===== src/common/cms_pkg.sv =====
/*
  cms_pkg: shared constants and carrier types for the counter module
  status word block. Assumes a 125 MHz core clock and an APB master.
*/
package cms_pkg;
  // clock and timing
  localparam int unsigned CLK_PERIOD_NS = 8;
  localparam int unsigned INIT_TIME_NS  = 8000;
  localparam int unsigned INIT_CYCLES   = (INIT_TIME_NS + CLK_PERIOD_NS - 1) / CLK_PERIOD_NS;
  localparam int unsigned BLINK_TIME_NS = 2000;
  localparam int unsigned BLINK_CYCLES  = (BLINK_TIME_NS + CLK_PERIOD_NS - 1) / CLK_PERIOD_NS;

  // register byte offsets
  localparam logic [7:0] OFS_STATUS   = 8'h00;
  localparam logic [7:0] OFS_CTRL0    = 8'h04;
  localparam logic [7:0] OFS_SHIFT0   = 8'h08;
  localparam logic [7:0] OFS_SHIFT1   = 8'h0C;
  localparam logic [7:0] OFS_CHCFG    = 8'h10;
  localparam logic [7:0] OFS_FREQ0    = 8'h14;
  localparam logic [7:0] OFS_FREQ1    = 8'h18;
  localparam logic [7:0] OFS_IRQ_STS  = 8'h1C;
  localparam logic [7:0] OFS_IRQ_MASK = 8'h20;

  // status word and control fields
  localparam int unsigned STS_TF_BIT = 12;
  localparam int unsigned STS_NR_BIT = 13;
  localparam int unsigned STS_FP_BIT = 14;
  localparam int unsigned STS_PE_BIT = 15;
  localparam int unsigned CTRL_ENH_BIT = 11;

  // channel configuration fields
  localparam int unsigned CFG_MODE_W   = 4;
  localparam int unsigned CFG_PRESC_W  = 3;
  localparam int unsigned CFG_CH_STEP  = 8;
  localparam int unsigned CFG_PRESC_LSB = 4;
  localparam logic [3:0] MODE_FREQ_LO = 4'h5;
  localparam logic [3:0] MODE_FREQ_HI = 4'h7;
  localparam logic [3:0] MODE_MAX     = 4'h7;
  localparam logic [2:0] PRESC_Z16    = 3'h4;

  // decimal shift range
  localparam logic signed [15:0] SHIFT_MIN = -16'sd4;
  localparam logic signed [15:0] SHIFT_MAX = 16'sd2;

  // reset values
  localparam logic [15:0] CTRL0_RST = 16'h0000;
  localparam logic [15:0] SHIFT_RST = 16'h0000;
  localparam logic [15:0] CHCFG_RST = 16'h0000;
  localparam logic [3:0]  IRQ_RST   = 4'h0;

  typedef struct packed {
    logic        psel;
    logic        penable;
    logic        pwrite;
    logic [7:0]  paddr;
    logic [31:0] pwdata;
  } cms_apb_req_t;

  typedef struct packed {
    logic red;
    logic green;
  } cms_led_t;
endpackage


===== src/verilog/cms_status_word.sv =====
/*
  cms_status_word: upper status flags of the counter module status word,
  frequency decimal scaling, indicator drive and an APB register slave.
  Assumes raw frequencies and self-test results come from logic on
  core_clk_in; field power sense is an asynchronous pin.
*/
`timescale 1ns/1ps

module cms_status_word
  import cms_pkg::*;
(
  input  wire logic               core_clk_in,        // 125 MHz clock
  input  wire logic               resetn_in,          // async reset, low
  input  wire logic               ce_in,              // clock enable
  input  wire cms_pkg::cms_apb_req_t apb_in,          // apb request
  output logic                    pready_out,         // apb ready
  output logic [31:0]             prdata_out,         // apb read data
  output logic                    pslverr_out,        // apb error
  input  wire logic               field_power_ok_in,  // 24V module supply sense pin
  input  wire logic               selftest_done_in,   // hardware test finished
  input  wire logic               selftest_pass_in,   // hardware test result
  input  wire logic [11:0]        selftest_code_in,   // failure code
  input  wire logic [1:0][31:0]   freq_raw_in,        // unscaled frequency per channel
  output logic [1:0][31:0]        freq_out,           // scaled frequency per channel
  output cms_pkg::cms_led_t       led_out,            // module indicator
  output logic                    outputs_enable_out, // field outputs allowed
  output logic                    irq_out             // level interrupt
);
  import cms_pkg::*;

  typedef enum logic [4:0] {
    ST_INIT   = 5'b00001,
    ST_RUN    = 5'b00010,
    ST_FATAL  = 5'b00100,
    ST_IDLE   = 5'b01000,
    ST_CFGERR = 5'b10000
  } cms_state_t;

  cms_state_t  state_reg, state_next;
  logic        pwr_meta_reg, pwr_sync_reg;
  logic [15:0] ctrl0_reg, chcfg_reg;
  logic [1:0][15:0] shift_reg;
  logic [3:0]  irq_sts_reg, irq_mask_reg;
  logic        tf_reg, nr_reg, fp_reg, pe_reg;
  logic [11:0] code_reg;
  logic [15:0] init_cnt_reg;
  logic [15:0] blink_cnt_reg;
  logic        blink_reg;

  // apb decode
  wire apb_setup  = apb_in.psel & ~apb_in.penable;
  wire apb_commit = apb_in.psel & apb_in.penable & pready_out;
  wire apb_wr     = apb_commit & apb_in.pwrite;
  wire hit_ctrl0  = apb_in.paddr == OFS_CTRL0;
  wire hit_shift0 = apb_in.paddr == OFS_SHIFT0;
  wire hit_shift1 = apb_in.paddr == OFS_SHIFT1;
  wire hit_chcfg  = apb_in.paddr == OFS_CHCFG;
  wire hit_ists   = apb_in.paddr == OFS_IRQ_STS;
  wire hit_imask  = apb_in.paddr == OFS_IRQ_MASK;
  wire hit_ro     = apb_in.paddr == OFS_STATUS || apb_in.paddr == OFS_FREQ0 ||
                    apb_in.paddr == OFS_FREQ1;
  wire hit_any    = hit_ro | hit_ctrl0 | hit_shift0 | hit_shift1 | hit_chcfg |
                    hit_ists | hit_imask;

  wire test_mode  = ctrl0_reg[15:8] != 8'h00;
  wire enh_on     = ctrl0_reg[CTRL_ENH_BIT];
  wire pwr_ok     = pwr_sync_reg;
  wire init_done  = init_cnt_reg == 16'(INIT_CYCLES) && selftest_done_in;
  wire [15:0] status_word = {pe_reg, fp_reg, nr_reg, tf_reg, code_reg};

  // per-channel configuration checks and scaling
  logic [1:0]  mode_bad, presc_bad, freq_mode;
  logic [1:0][31:0] scaled;

  function automatic logic [31:0] dec_scale(input logic [31:0] raw,
                                            input logic signed [15:0] sh);
    logic [31:0] r;
    r = raw;
    unique case (sh)
      -16'sd4: r = raw / 32'd10000;
      -16'sd3: r = raw / 32'd1000;
      -16'sd2: r = raw / 32'd100;
      -16'sd1: r = raw / 32'd10;
      16'sd1:  r = 32'(raw * 32'd10);
      16'sd2:  r = 32'(raw * 32'd100);
      default: r = raw;
    endcase
    return r;
  endfunction

  genvar ch;
  generate
    for (ch = 0; ch < 2; ch++) begin : g_ch
      wire [3:0] mode  = chcfg_reg[ch*CFG_CH_STEP +: CFG_MODE_W];
      wire [2:0] presc = chcfg_reg[ch*CFG_CH_STEP + CFG_PRESC_LSB +: CFG_PRESC_W];
      wire signed [15:0] sh = shift_reg[ch];
      wire sh_ok = sh >= SHIFT_MIN && sh <= SHIFT_MAX;
      assign freq_mode[ch] = mode >= MODE_FREQ_LO && mode <= MODE_FREQ_HI;
      assign mode_bad[ch]  = mode > MODE_MAX;
      assign presc_bad[ch] = enh_on && freq_mode[ch] && presc >= PRESC_Z16;
      // always from the raw value, so a new shift never compounds
      assign scaled[ch] = (enh_on && freq_mode[ch] && sh_ok) ?
                          dec_scale(freq_raw_in[ch], sh) : freq_raw_in[ch];
    end
  endgenerate

  wire        cfg_err  = |mode_bad | |presc_bad;
  wire [11:0] cfg_code = {8'h00, 1'b0, |presc_bad, mode_bad};

  // state sequencing; power loss overrides everything but the fatal state
  always_comb begin
    state_next = state_reg;
    unique case (state_reg)
      ST_INIT: begin
        if (!pwr_ok)
          state_next = ST_IDLE;
        else if (init_done && !selftest_pass_in)
          state_next = ST_FATAL;
        else if (init_done && cfg_err)
          state_next = ST_CFGERR;
        else if (init_done)
          state_next = ST_RUN;
      end
      ST_RUN: begin
        if (!pwr_ok)
          state_next = ST_IDLE;
        else if (cfg_err)
          state_next = ST_CFGERR;
      end
      ST_CFGERR: begin
        if (!pwr_ok)
          state_next = ST_IDLE;
        else if (!cfg_err)
          state_next = ST_RUN;
      end
      ST_IDLE: begin
        if (pwr_ok)
          state_next = ST_INIT;
      end
      ST_FATAL: state_next = ST_FATAL;
    endcase
  end

  wire tf_next = state_next == ST_FATAL || test_mode;
  wire nr_next = state_next == ST_INIT;
  wire fp_next = state_next == ST_IDLE;
  wire pe_next = state_next == ST_CFGERR;
  wire [11:0] code_next = state_next == ST_FATAL  ? selftest_code_in :
                          state_next == ST_CFGERR ? cfg_code : 12'h000;
  wire [3:0] flags_next = {pe_next, fp_next, nr_next, tf_next};
  wire [3:0] flag_rise  = flags_next & ~{pe_reg, fp_reg, nr_reg, tf_reg};

  // indicator: red steady on fatal, red flash on test or init,
  // green flash on power or config fault, else steady green
  cms_led_t led_next;
  always_comb begin
    led_next = '{red: 1'b0, green: 1'b1};
    if (state_reg == ST_FATAL)
      led_next = '{red: 1'b1, green: 1'b0};
    else if (state_reg == ST_INIT || test_mode)
      led_next = '{red: blink_reg, green: 1'b0};
    else if (state_reg == ST_IDLE || state_reg == ST_CFGERR)
      led_next = '{red: 1'b0, green: blink_reg};
  end

  wire [3:0] ists_next = (irq_sts_reg & ~((apb_wr && hit_ists) ? apb_in.pwdata[3:0] : 4'h0))
                         | flag_rise;

  always_ff @(posedge core_clk_in or negedge resetn_in) begin
    if (!resetn_in) begin
      pwr_meta_reg <= 1'b0;
      pwr_sync_reg <= 1'b0;
    end else if (ce_in) begin
      pwr_meta_reg <= field_power_ok_in;
      pwr_sync_reg <= pwr_meta_reg;
    end
  end

  always_ff @(posedge core_clk_in or negedge resetn_in) begin
    if (!resetn_in) begin
      state_reg    <= ST_INIT;
      init_cnt_reg <= 16'h0000;
      tf_reg       <= 1'b0;
      nr_reg       <= 1'b1;
      fp_reg       <= 1'b0;
      pe_reg       <= 1'b0;
      code_reg     <= 12'h000;
    end else if (ce_in) begin
      state_reg    <= state_next;
      if (state_reg != ST_INIT)
        init_cnt_reg <= 16'h0000;
      else if (init_cnt_reg != 16'(INIT_CYCLES))
        init_cnt_reg <= init_cnt_reg + 16'h0001;
      tf_reg       <= tf_next;
      nr_reg       <= nr_next;
      fp_reg       <= fp_next;
      pe_reg       <= pe_next;
      code_reg     <= code_next;
    end
  end

  always_ff @(posedge core_clk_in or negedge resetn_in) begin
    if (!resetn_in) begin
      blink_cnt_reg <= 16'h0000;
      blink_reg     <= 1'b0;
    end else if (ce_in) begin
      if (blink_cnt_reg == 16'(BLINK_CYCLES - 1)) begin
        blink_cnt_reg <= 16'h0000;
        blink_reg     <= ~blink_reg;
      end else begin
        blink_cnt_reg <= blink_cnt_reg + 16'h0001;
      end
    end
  end

  always_ff @(posedge core_clk_in or negedge resetn_in) begin
    if (!resetn_in) begin
      ctrl0_reg    <= CTRL0_RST;
      shift_reg    <= {SHIFT_RST, SHIFT_RST};
      chcfg_reg    <= CHCFG_RST;
      irq_mask_reg <= IRQ_RST;
      irq_sts_reg  <= IRQ_RST;
    end else if (ce_in) begin
      if (apb_wr && hit_ctrl0)
        ctrl0_reg <= apb_in.pwdata[15:0];
      if (apb_wr && hit_shift0)
        shift_reg[0] <= apb_in.pwdata[15:0];
      if (apb_wr && hit_shift1)
        shift_reg[1] <= apb_in.pwdata[15:0];
      if (apb_wr && hit_chcfg)
        chcfg_reg <= apb_in.pwdata[15:0];
      if (apb_wr && hit_imask)
        irq_mask_reg <= apb_in.pwdata[3:0];
      irq_sts_reg <= ists_next;                             // set beats clear
    end
  end

  // read data is captured at the setup edge, so the answer is one access cycle
  wire [31:0] rd_mux =
    apb_in.paddr == OFS_STATUS  ? {16'h0000, status_word} :
    hit_ctrl0                   ? {16'h0000, ctrl0_reg} :
    hit_shift0                  ? {16'h0000, shift_reg[0]} :
    hit_shift1                  ? {16'h0000, shift_reg[1]} :
    hit_chcfg                   ? {16'h0000, chcfg_reg} :
    apb_in.paddr == OFS_FREQ0   ? freq_out[0] :
    apb_in.paddr == OFS_FREQ1   ? freq_out[1] :
    hit_ists                    ? {28'h0000000, irq_sts_reg} :
    hit_imask                   ? {28'h0000000, irq_mask_reg} : 32'h00000000;

  always_ff @(posedge core_clk_in or negedge resetn_in) begin
    if (!resetn_in) begin
      pready_out         <= 1'b0;
      prdata_out         <= 32'h00000000;
      pslverr_out        <= 1'b0;
      freq_out           <= '0;
      led_out            <= '{red: 1'b0, green: 1'b0};
      outputs_enable_out <= 1'b0;
      irq_out            <= 1'b0;
    end else if (ce_in) begin
      pready_out         <= apb_setup;
      if (apb_setup) begin
        prdata_out  <= rd_mux;
        pslverr_out <= ~hit_any;
      end
      freq_out           <= scaled;
      led_out            <= led_next;
      // from the next state so outputs drop in the same edge as the fault flag
      outputs_enable_out <= state_next == ST_RUN && !test_mode;
      irq_out            <= |(ists_next & irq_mask_reg);
    end
  end

  chk_fatal_steady_red: assert property (@(posedge core_clk_in) disable iff (!resetn_in)
    (ce_in && state_reg == ST_FATAL) |=> tf_reg && led_out.red && !led_out.green)
    else $error("fatal state without steady red and test flag");

  chk_test_mode_flag: assert property (@(posedge core_clk_in) disable iff (!resetn_in)
    (ce_in && ctrl0_reg[15:8] != 8'h00) |=> tf_reg)
    else $error("upper control byte set but test flag low");

  chk_test_mode_exit: assert property (@(posedge core_clk_in) disable iff (!resetn_in)
    (ce_in && ctrl0_reg[15:8] == 8'h00 && state_next != ST_FATAL) |=> !tf_reg)
    else $error("test flag stuck after upper byte cleared");

  chk_scale_bypass: assert property (@(posedge core_clk_in) disable iff (!resetn_in)
    (ce_in && (!enh_on || !freq_mode[0] || $signed(shift_reg[0]) > SHIFT_MAX ||
     $signed(shift_reg[0]) < SHIFT_MIN)) |=> freq_out[0] == $past(freq_raw_in[0]))
    else $error("channel 0 scaled outside enhance conditions");

  chk_scale_div100: assert property (@(posedge core_clk_in) disable iff (!resetn_in)
    (ce_in && enh_on && freq_mode[1] && shift_reg[1] == 16'hFFFE)
    |=> freq_out[1] == $past(freq_raw_in[1]) / 32'd100)
    else $error("channel 1 shift -2 did not divide by 100");

  chk_init_not_ready: assert property (@(posedge core_clk_in) disable iff (!resetn_in)
    (ce_in && state_next == ST_INIT) |=> nr_reg && !outputs_enable_out)
    else $error("not-ready flag low during initialization");

  chk_power_idle: assert property (@(posedge core_clk_in) disable iff (!resetn_in)
    (ce_in && state_next == ST_IDLE) |=> fp_reg && !outputs_enable_out)
    else $error("power lost but fault flag or outputs wrong");

  chk_cfg_err_code: assert property (@(posedge core_clk_in) disable iff (!resetn_in)
    (ce_in && state_next == ST_CFGERR) |=> pe_reg && code_reg == $past(cfg_code))
    else $error("config error without flag or code");

  chk_ready_green: assert property (@(posedge core_clk_in) disable iff (!resetn_in)
    (ce_in && state_reg == ST_RUN && !test_mode) |=> led_out.green && !led_out.red && !nr_reg)
    else $error("running without steady green");

  chk_irq_level: assert property (@(posedge core_clk_in) disable iff (!resetn_in)
    (ce_in ##1 ce_in) |-> irq_out == |(irq_sts_reg & $past(irq_mask_reg)))
    else $error("interrupt output does not follow masked status");
endmodule // cms_status_word


===== config.mk =====
export PLATFORM = sky130hd
export DESIGN_NAME = cms_status_word
export DESIGN_NICKNAME = d
export VERILOG_FILES = /design/src/common/cms_pkg.sv /design/src/verilog/cms_status_word.sv
export SDC_FILE = /design/constraint.sdc
export NUM_CORES = 2
export LEC_CHECK = 0
export BUFFER_PORTS_ARGS = -buffer_cell sky130_fd_sc_hd__buf_2
export CAP_MARGIN = 40
export CORE_ASPECT_RATIO = 2
export CORE_UTILIZATION = 40
export DETAILED_ROUTE_END_ITERATION = 12
export HOLD_SLACK_MARGIN = 0.1
export PLACE_DENSITY = 0.53
export SLEW_MARGIN = 20
export SYNTH_ARGS = -nofsm -noshare
export SYNTH_HDL_FRONTEND = slang
export SYNTH_SLANG_ARGS = --single-unit
export TNS_END_PERCENT = 100

===== constraint.sdc =====
create_clock -name core_clk_in -period 104.3 [get_ports core_clk_in]
set_clock_uncertainty 0.1 [all_clocks]
set_input_delay 20.86 -clock core_clk_in [delete_from_list [all_inputs] [get_ports core_clk_in]]
set_output_delay 20.86 -clock core_clk_in [all_outputs]
set_load 0.02 [all_outputs]

### Yosys cells after proc, flatten, opt, wreduce, memory -nomap -nowiden

Cells that the tools add are included.

* add/subtract/negate cells: 2
* multiply operators: 4
* div/mod/pow operators: 8
* $lt $le $gt $ge: 12
* equality and inequality tests: 34
* multiplexer cells: 32
* bitwise operators: 20
* reduce and logical (&&, ||, !) cells: 41

Operators with widths (count)
* $pmux 32 s6: 2
* $mux 32: 9
* $eq 16x16->1 const B: 8
* $div 32x10->32 const B: 2
* $div 32x14->32 const B: 2
* $div 32x4->32 const B: 2
* $div 32x7->32 const B: 2
* $mul 32x3->31 const B: 2
* $mul 32x5->30 const B: 2
* $mux 16: 3
* $mux 5: 9
* $add 16x1->16 const B: 2
* $eq 16x1->1 const B: 2
* $eq 16x2->1 const B: 2
* $eq 8x5->1 const B: 4
* $ge 16x3->1 const B: 2
* $le 16x3->1 const B: 2
* $pmux 5 s5: 1
* $logic_and 1x1->1: 20
* $eq 16x10->1 const B: 1
* $eq 16x8->1 const B: 1
* $eq 8x4->1 const B: 2
* $ne 16x10->1 const B: 1
* $reduce_and 2->1: 8
* 30 further kinds: 62

* register bits: 230
* input port bits: 125
* word-level logic and storage cells: 179

### Longest topological paths before layout

* word-level depth: 17
* depth in mapped cells: 460

### Worst setup path after synthesis

Ideal clock, no wire load.

* kind: input -> register
* from: in freq_raw_in[31] in the netlist's numbering
* to: reg freq_out[0] in the netlist's numbering
* data arrival time: 105.635 ns
* slack: -1.573 ns
* cell stages on the path: 439
* cells stage by stage: clkbuf_1 ha_1 o211ai_1 nand2_1 nand3_1 nand2_1 o21ai_0 ha_1 o21ai_1 a211oi_1 nand2_1 nand2_1 o21ai_0 ha_1 a21oi_1 a21oi_1 or4b_2 a21oi_1 (+403 left out) a21oi_1 ha_1 a21o_1 a21o_1 a21oi_1 nor2b_1 o21ai_0 nand2b_1 a21oi_1 nor2b_1 o21ai_0 nand2b_1 a21oi_1 or4b_1 nor4_1 o32ai_1 a2111oi_0 a21oi_1

* word-level cells in the longest chain between the ends: 3
* elaborated cells on any way between the ends: 6
* those cells by class: 4 x div; 2 x mux

RTL lines
* start, declared: line cms_status_word.sv:23 `input wire logic [1:0][31:0] freq_raw_in,`
* $div 32x4->32 (tied with other cells): line cms_status_word.sv:83 `-16'sd1: r = raw / 32'd10;`
* $pmux 32 s6 *: line cms_status_word.sv:79 `unique case (sh)`
* $mux 32 *: line cms_status_word.sv:102 `assign scaled[ch] = (enh_on && freq_mode[ch] && sh_ok) ?`
* end signal, assigned: line cms_status_word.sv:265 `freq_out <= scaled;`
* end, declared: line cms_status_word.sv:24 `output logic [1:0][31:0] freq_out,`

Mark *: on every way between the ends. The rest lies on a longest branch, timed or not.
A chain may end at the register's enable or synchronous reset.

### Worst setup path in the final report

* from: in freq_raw_in[61] in the netlist's numbering
* to: reg freq_out[32] in the netlist's numbering

Same word-level chain as after synthesis.

==> flow_summary.ini <==
[critical_path]
path_depth = 429
rr_startpoint = g_ch[1].sh[15]$_DFFE_PN0P_
rr_worst_depth = 432
cp.arrival_ns = 100.04
path_max_fanout = 10
setup.worst_path.class = input pin to flop
cpPeakStageDelay_ns = 0.59
endpoint_kind = flop
worstPathRequired_ns = 104.64
crit_buf_inv = 40
rrSetupSlack_ns = 22.55
timing.critical_path.mode_cell = o21a_1
r2r_end = freq_out[32]$_DFFE_PN0P_
slowest_stage = or4_1
path_delay_family = compound AO/OA/AOI/OAI gates
start_kind = input pin

[logic_synthesis]
syn_avg_cell_area_um2 = 7.53
ys_warn_count = 0
synthCells = 7806
yosys.area_share.adder_pct = 20.5
synth_seq_cells = 230
yosys.area.top_type = ha_1
synth_fp_nets = 8865
synthMuxAreaShare_pct = 6.52
synth_flop_cell = dfrtp_1
yosys.area_share.simple_pct = 23.2
yosysTopAreaCellShare_pct = 18.8
synth_cell_type_count = 141
yosys-top-cells-area = ha_1, dfrtp_1, o21a_1, nand2_1, mux2_2
synth-compound-area-share_pct = 28.9
async_flop_share_pct = 100
synth_edf_count = 0
synth_top_family_by_area = compound AO/OA/AOI/OAI gates
seq_area_frac_synth_pct = 9.79
synth_area_um2 = 58800
synth_xor_area_share_pct = 6.21

[route]
vias_per_cell = 5.99
routed-via-count = 65800
first_pass_iters = 9
wire_per_inst_um = 22.3
ant_nets = 0
routed_wl_mm = 245
drc = 0
drtIter0Drc = 3524

[clocking]
cts_hold_buf = 0
clk_pin_slew_ns = 0.06
htreeDepth = 1
cts_buffers = 25
clock-sinks = 230
root_buffer = clkbuf_16
cts_tree = yes
clock_path_buffers = 3
clk_latency_ns = 0.58

[sta]
fin_crit_sh_pct = 95.6
fmax_mhz = 10.0
slew_viol_final = 0
max_slew_margin_pct = 23.0
setup_viol = 0
worst_slew_pin_slew_ns = 1.14
min_period_ns = 99.70
hold_viol = 0

[layout]
layout_commonest_cell = buf_4
regMostFlops = freq_out
post-route-util_pct = 50.1
syn2layout_area_growth_pct = 24.1
final_cell_area_um2 = 73000
drive_gt1_share_pct = 24.2
final_cell_mix = buf_4, ha_1, nand2_1
reg_top3 = freq_out x64, g_ch.sh x32, prdata_out x32
nets = 10100
largest_reg_flops = 64

[placement]
place.gp.congestion = 0.961
dp_hpwl_mm = 204
port_buffers = 210
placed_cell_area_um2 = 70600

[grt]
grt_pass1_wl_mm = 367
grt_max_degree = 90
antenna_found_initial = 46
grt_usage_pct = 31.7
overflow = 0
first_global_vias = 66200

[hold_path]
hold_start = prdata_out[23]$_DFFE_PN0P_
min_to = prdata_out[23]$_DFFE_PN0P_
whs_path_depth = 2
min_path_type = flop to flop

[floorplanning]
die_h_um = 544
pin_count = 227
initial_core_util_pct = 40.4
core_area_um2 = 146000
fp-row-count = 198
die_w_um = 273
die_area_um2 = 149000

[flow_run]
max-cap-violations = 0

[status]
status = finished, final reports clean
## worst register-to-register path, delay by kind of cell (launching register included)
kind / cells / cell delay (ns)
and+or+nand+nor: 109 / 19.22
muxes: 8 / 1.78
adders and majority gates: 29 / 8.70
buffers and inverters: 40 / 5.52
DFF: 1 / 0.54
AOI/OAI and AO/OA: 246 / 45.75
## cell usage after synthesis (23+ instances only)
cell	number
a21boi_0	26
xnor2_1	262
nand3b_1	23
dfrtp_1	228
xor2_1	153
buf_2	53
o22ai_1	31
o21bai_1	100
clkbuf_1	215
and3_1	56
nand2b_1	68
a221oi_1	29
o2111ai_1	23
o211a_1	23
a21oi_1	473
inv_1	443
o31ai_1	210
mux2i_1	104
a211oi_1	69
nor2b_1	43
and2_1	69
o211ai_1	81
nor4_1	81
nor3_1	467
o21ai_1	33
nand2_1	703
or3_1	82
a22oi_1	37
nor2_1	574
nor4b_1	23
nand4_1	120
a222oi_1	49
ha_1	884
o21a_1	355
and4_1	25
mux2_2	234
o21ai_0	347
o31a_1	28
or2_2	83
or4_1	39
nand3_1	166
fa_1	50
a31oi_1	58
a211o_1	25
a21o_1	116
## metrics by stage
step	TNS, ns	worst slack [ns]	instances	hold WS, ns
floorplan	0	0.0320	7806	0.347
global placement	-0.637	-0.637	10800	0.359
detailed placement	-1.38	-1.38	10900	0.360
CTS	0	0.0815	10900	0.382
global route	-0.564	-0.311	11000	0.392
finish	0	4.60	11000	0.376
## repair_timing
action	in CTS	in global routing
endpoints found under the setup margin	1	4
hold endpoints to repair	0	0
gates cloned	0	1
setup buffers	2	59
gates resized for setup	8	244
pin swaps	2	68
## kinds of logic (layout without fill, tap and decap cells)
kind of cell    after synthesis  count (layout)
compound gates             2407            2408
xor+xnor                    416             416
fa+ha+maj                   935             935
buf+inv                     737            1998
flops                       230             230
mux                         350             350
other cells                   0              19
simple gates               2731            2731
## final cells by class
| class | count | area, um^2 |
|---|---|---|
| Tap cell | 1900 | 2380 |
| Clock buffer | 29 | 661 |
| Timing Repair Buffer | 1506 | 10900 |
| Antenna cell | 19 | 47.5 |
| Multi-Input combinational cell | 6840 | 51400 |
| Inverter | 446 | 1680 |
| Clock inverter | 17 | 155 |
| Fill cell | 14700 | 72700 |
| Sequential cell | 230 | 5760 |
## routing by layer
layer | GRT usage, % | vias up | share of wire [%]
met1 | 28.8 | 31500 | 33
li1 | - | 31900 | -
met4 | 20.7 | 52 | 7.5
met5 | 0 | - | 0.14
met3 | 5.10 | 729 | 4.9
met2 | 63.2 | 1649 | 54
## worst max path at each step
stage | to | start | slack (ns)
CTS | freq_out[0]$_DFFE_PN0P_ | freq_raw_in[29] | 0.08
global placement | freq_out[0]$_DFFE_PN0P_ | freq_raw_in[29] | -0.64
global route | freq_out[0]$_DFFE_PN0P_ | freq_raw_in[30] | -0.31
floorplan | freq_out[0]$_DFFE_PN0P_ | freq_raw_in[31] | 0.03
finish | freq_out[32]$_DFFE_PN0P_ | freq_raw_in[61] | 4.60
detailed placement | freq_out[0]$_DFFE_PN0P_ | freq_raw_in[29] | -1.38
Power is not shown: default switching activity piles up to over one toggle a cycle in this logic, so the estimate is an artifact.
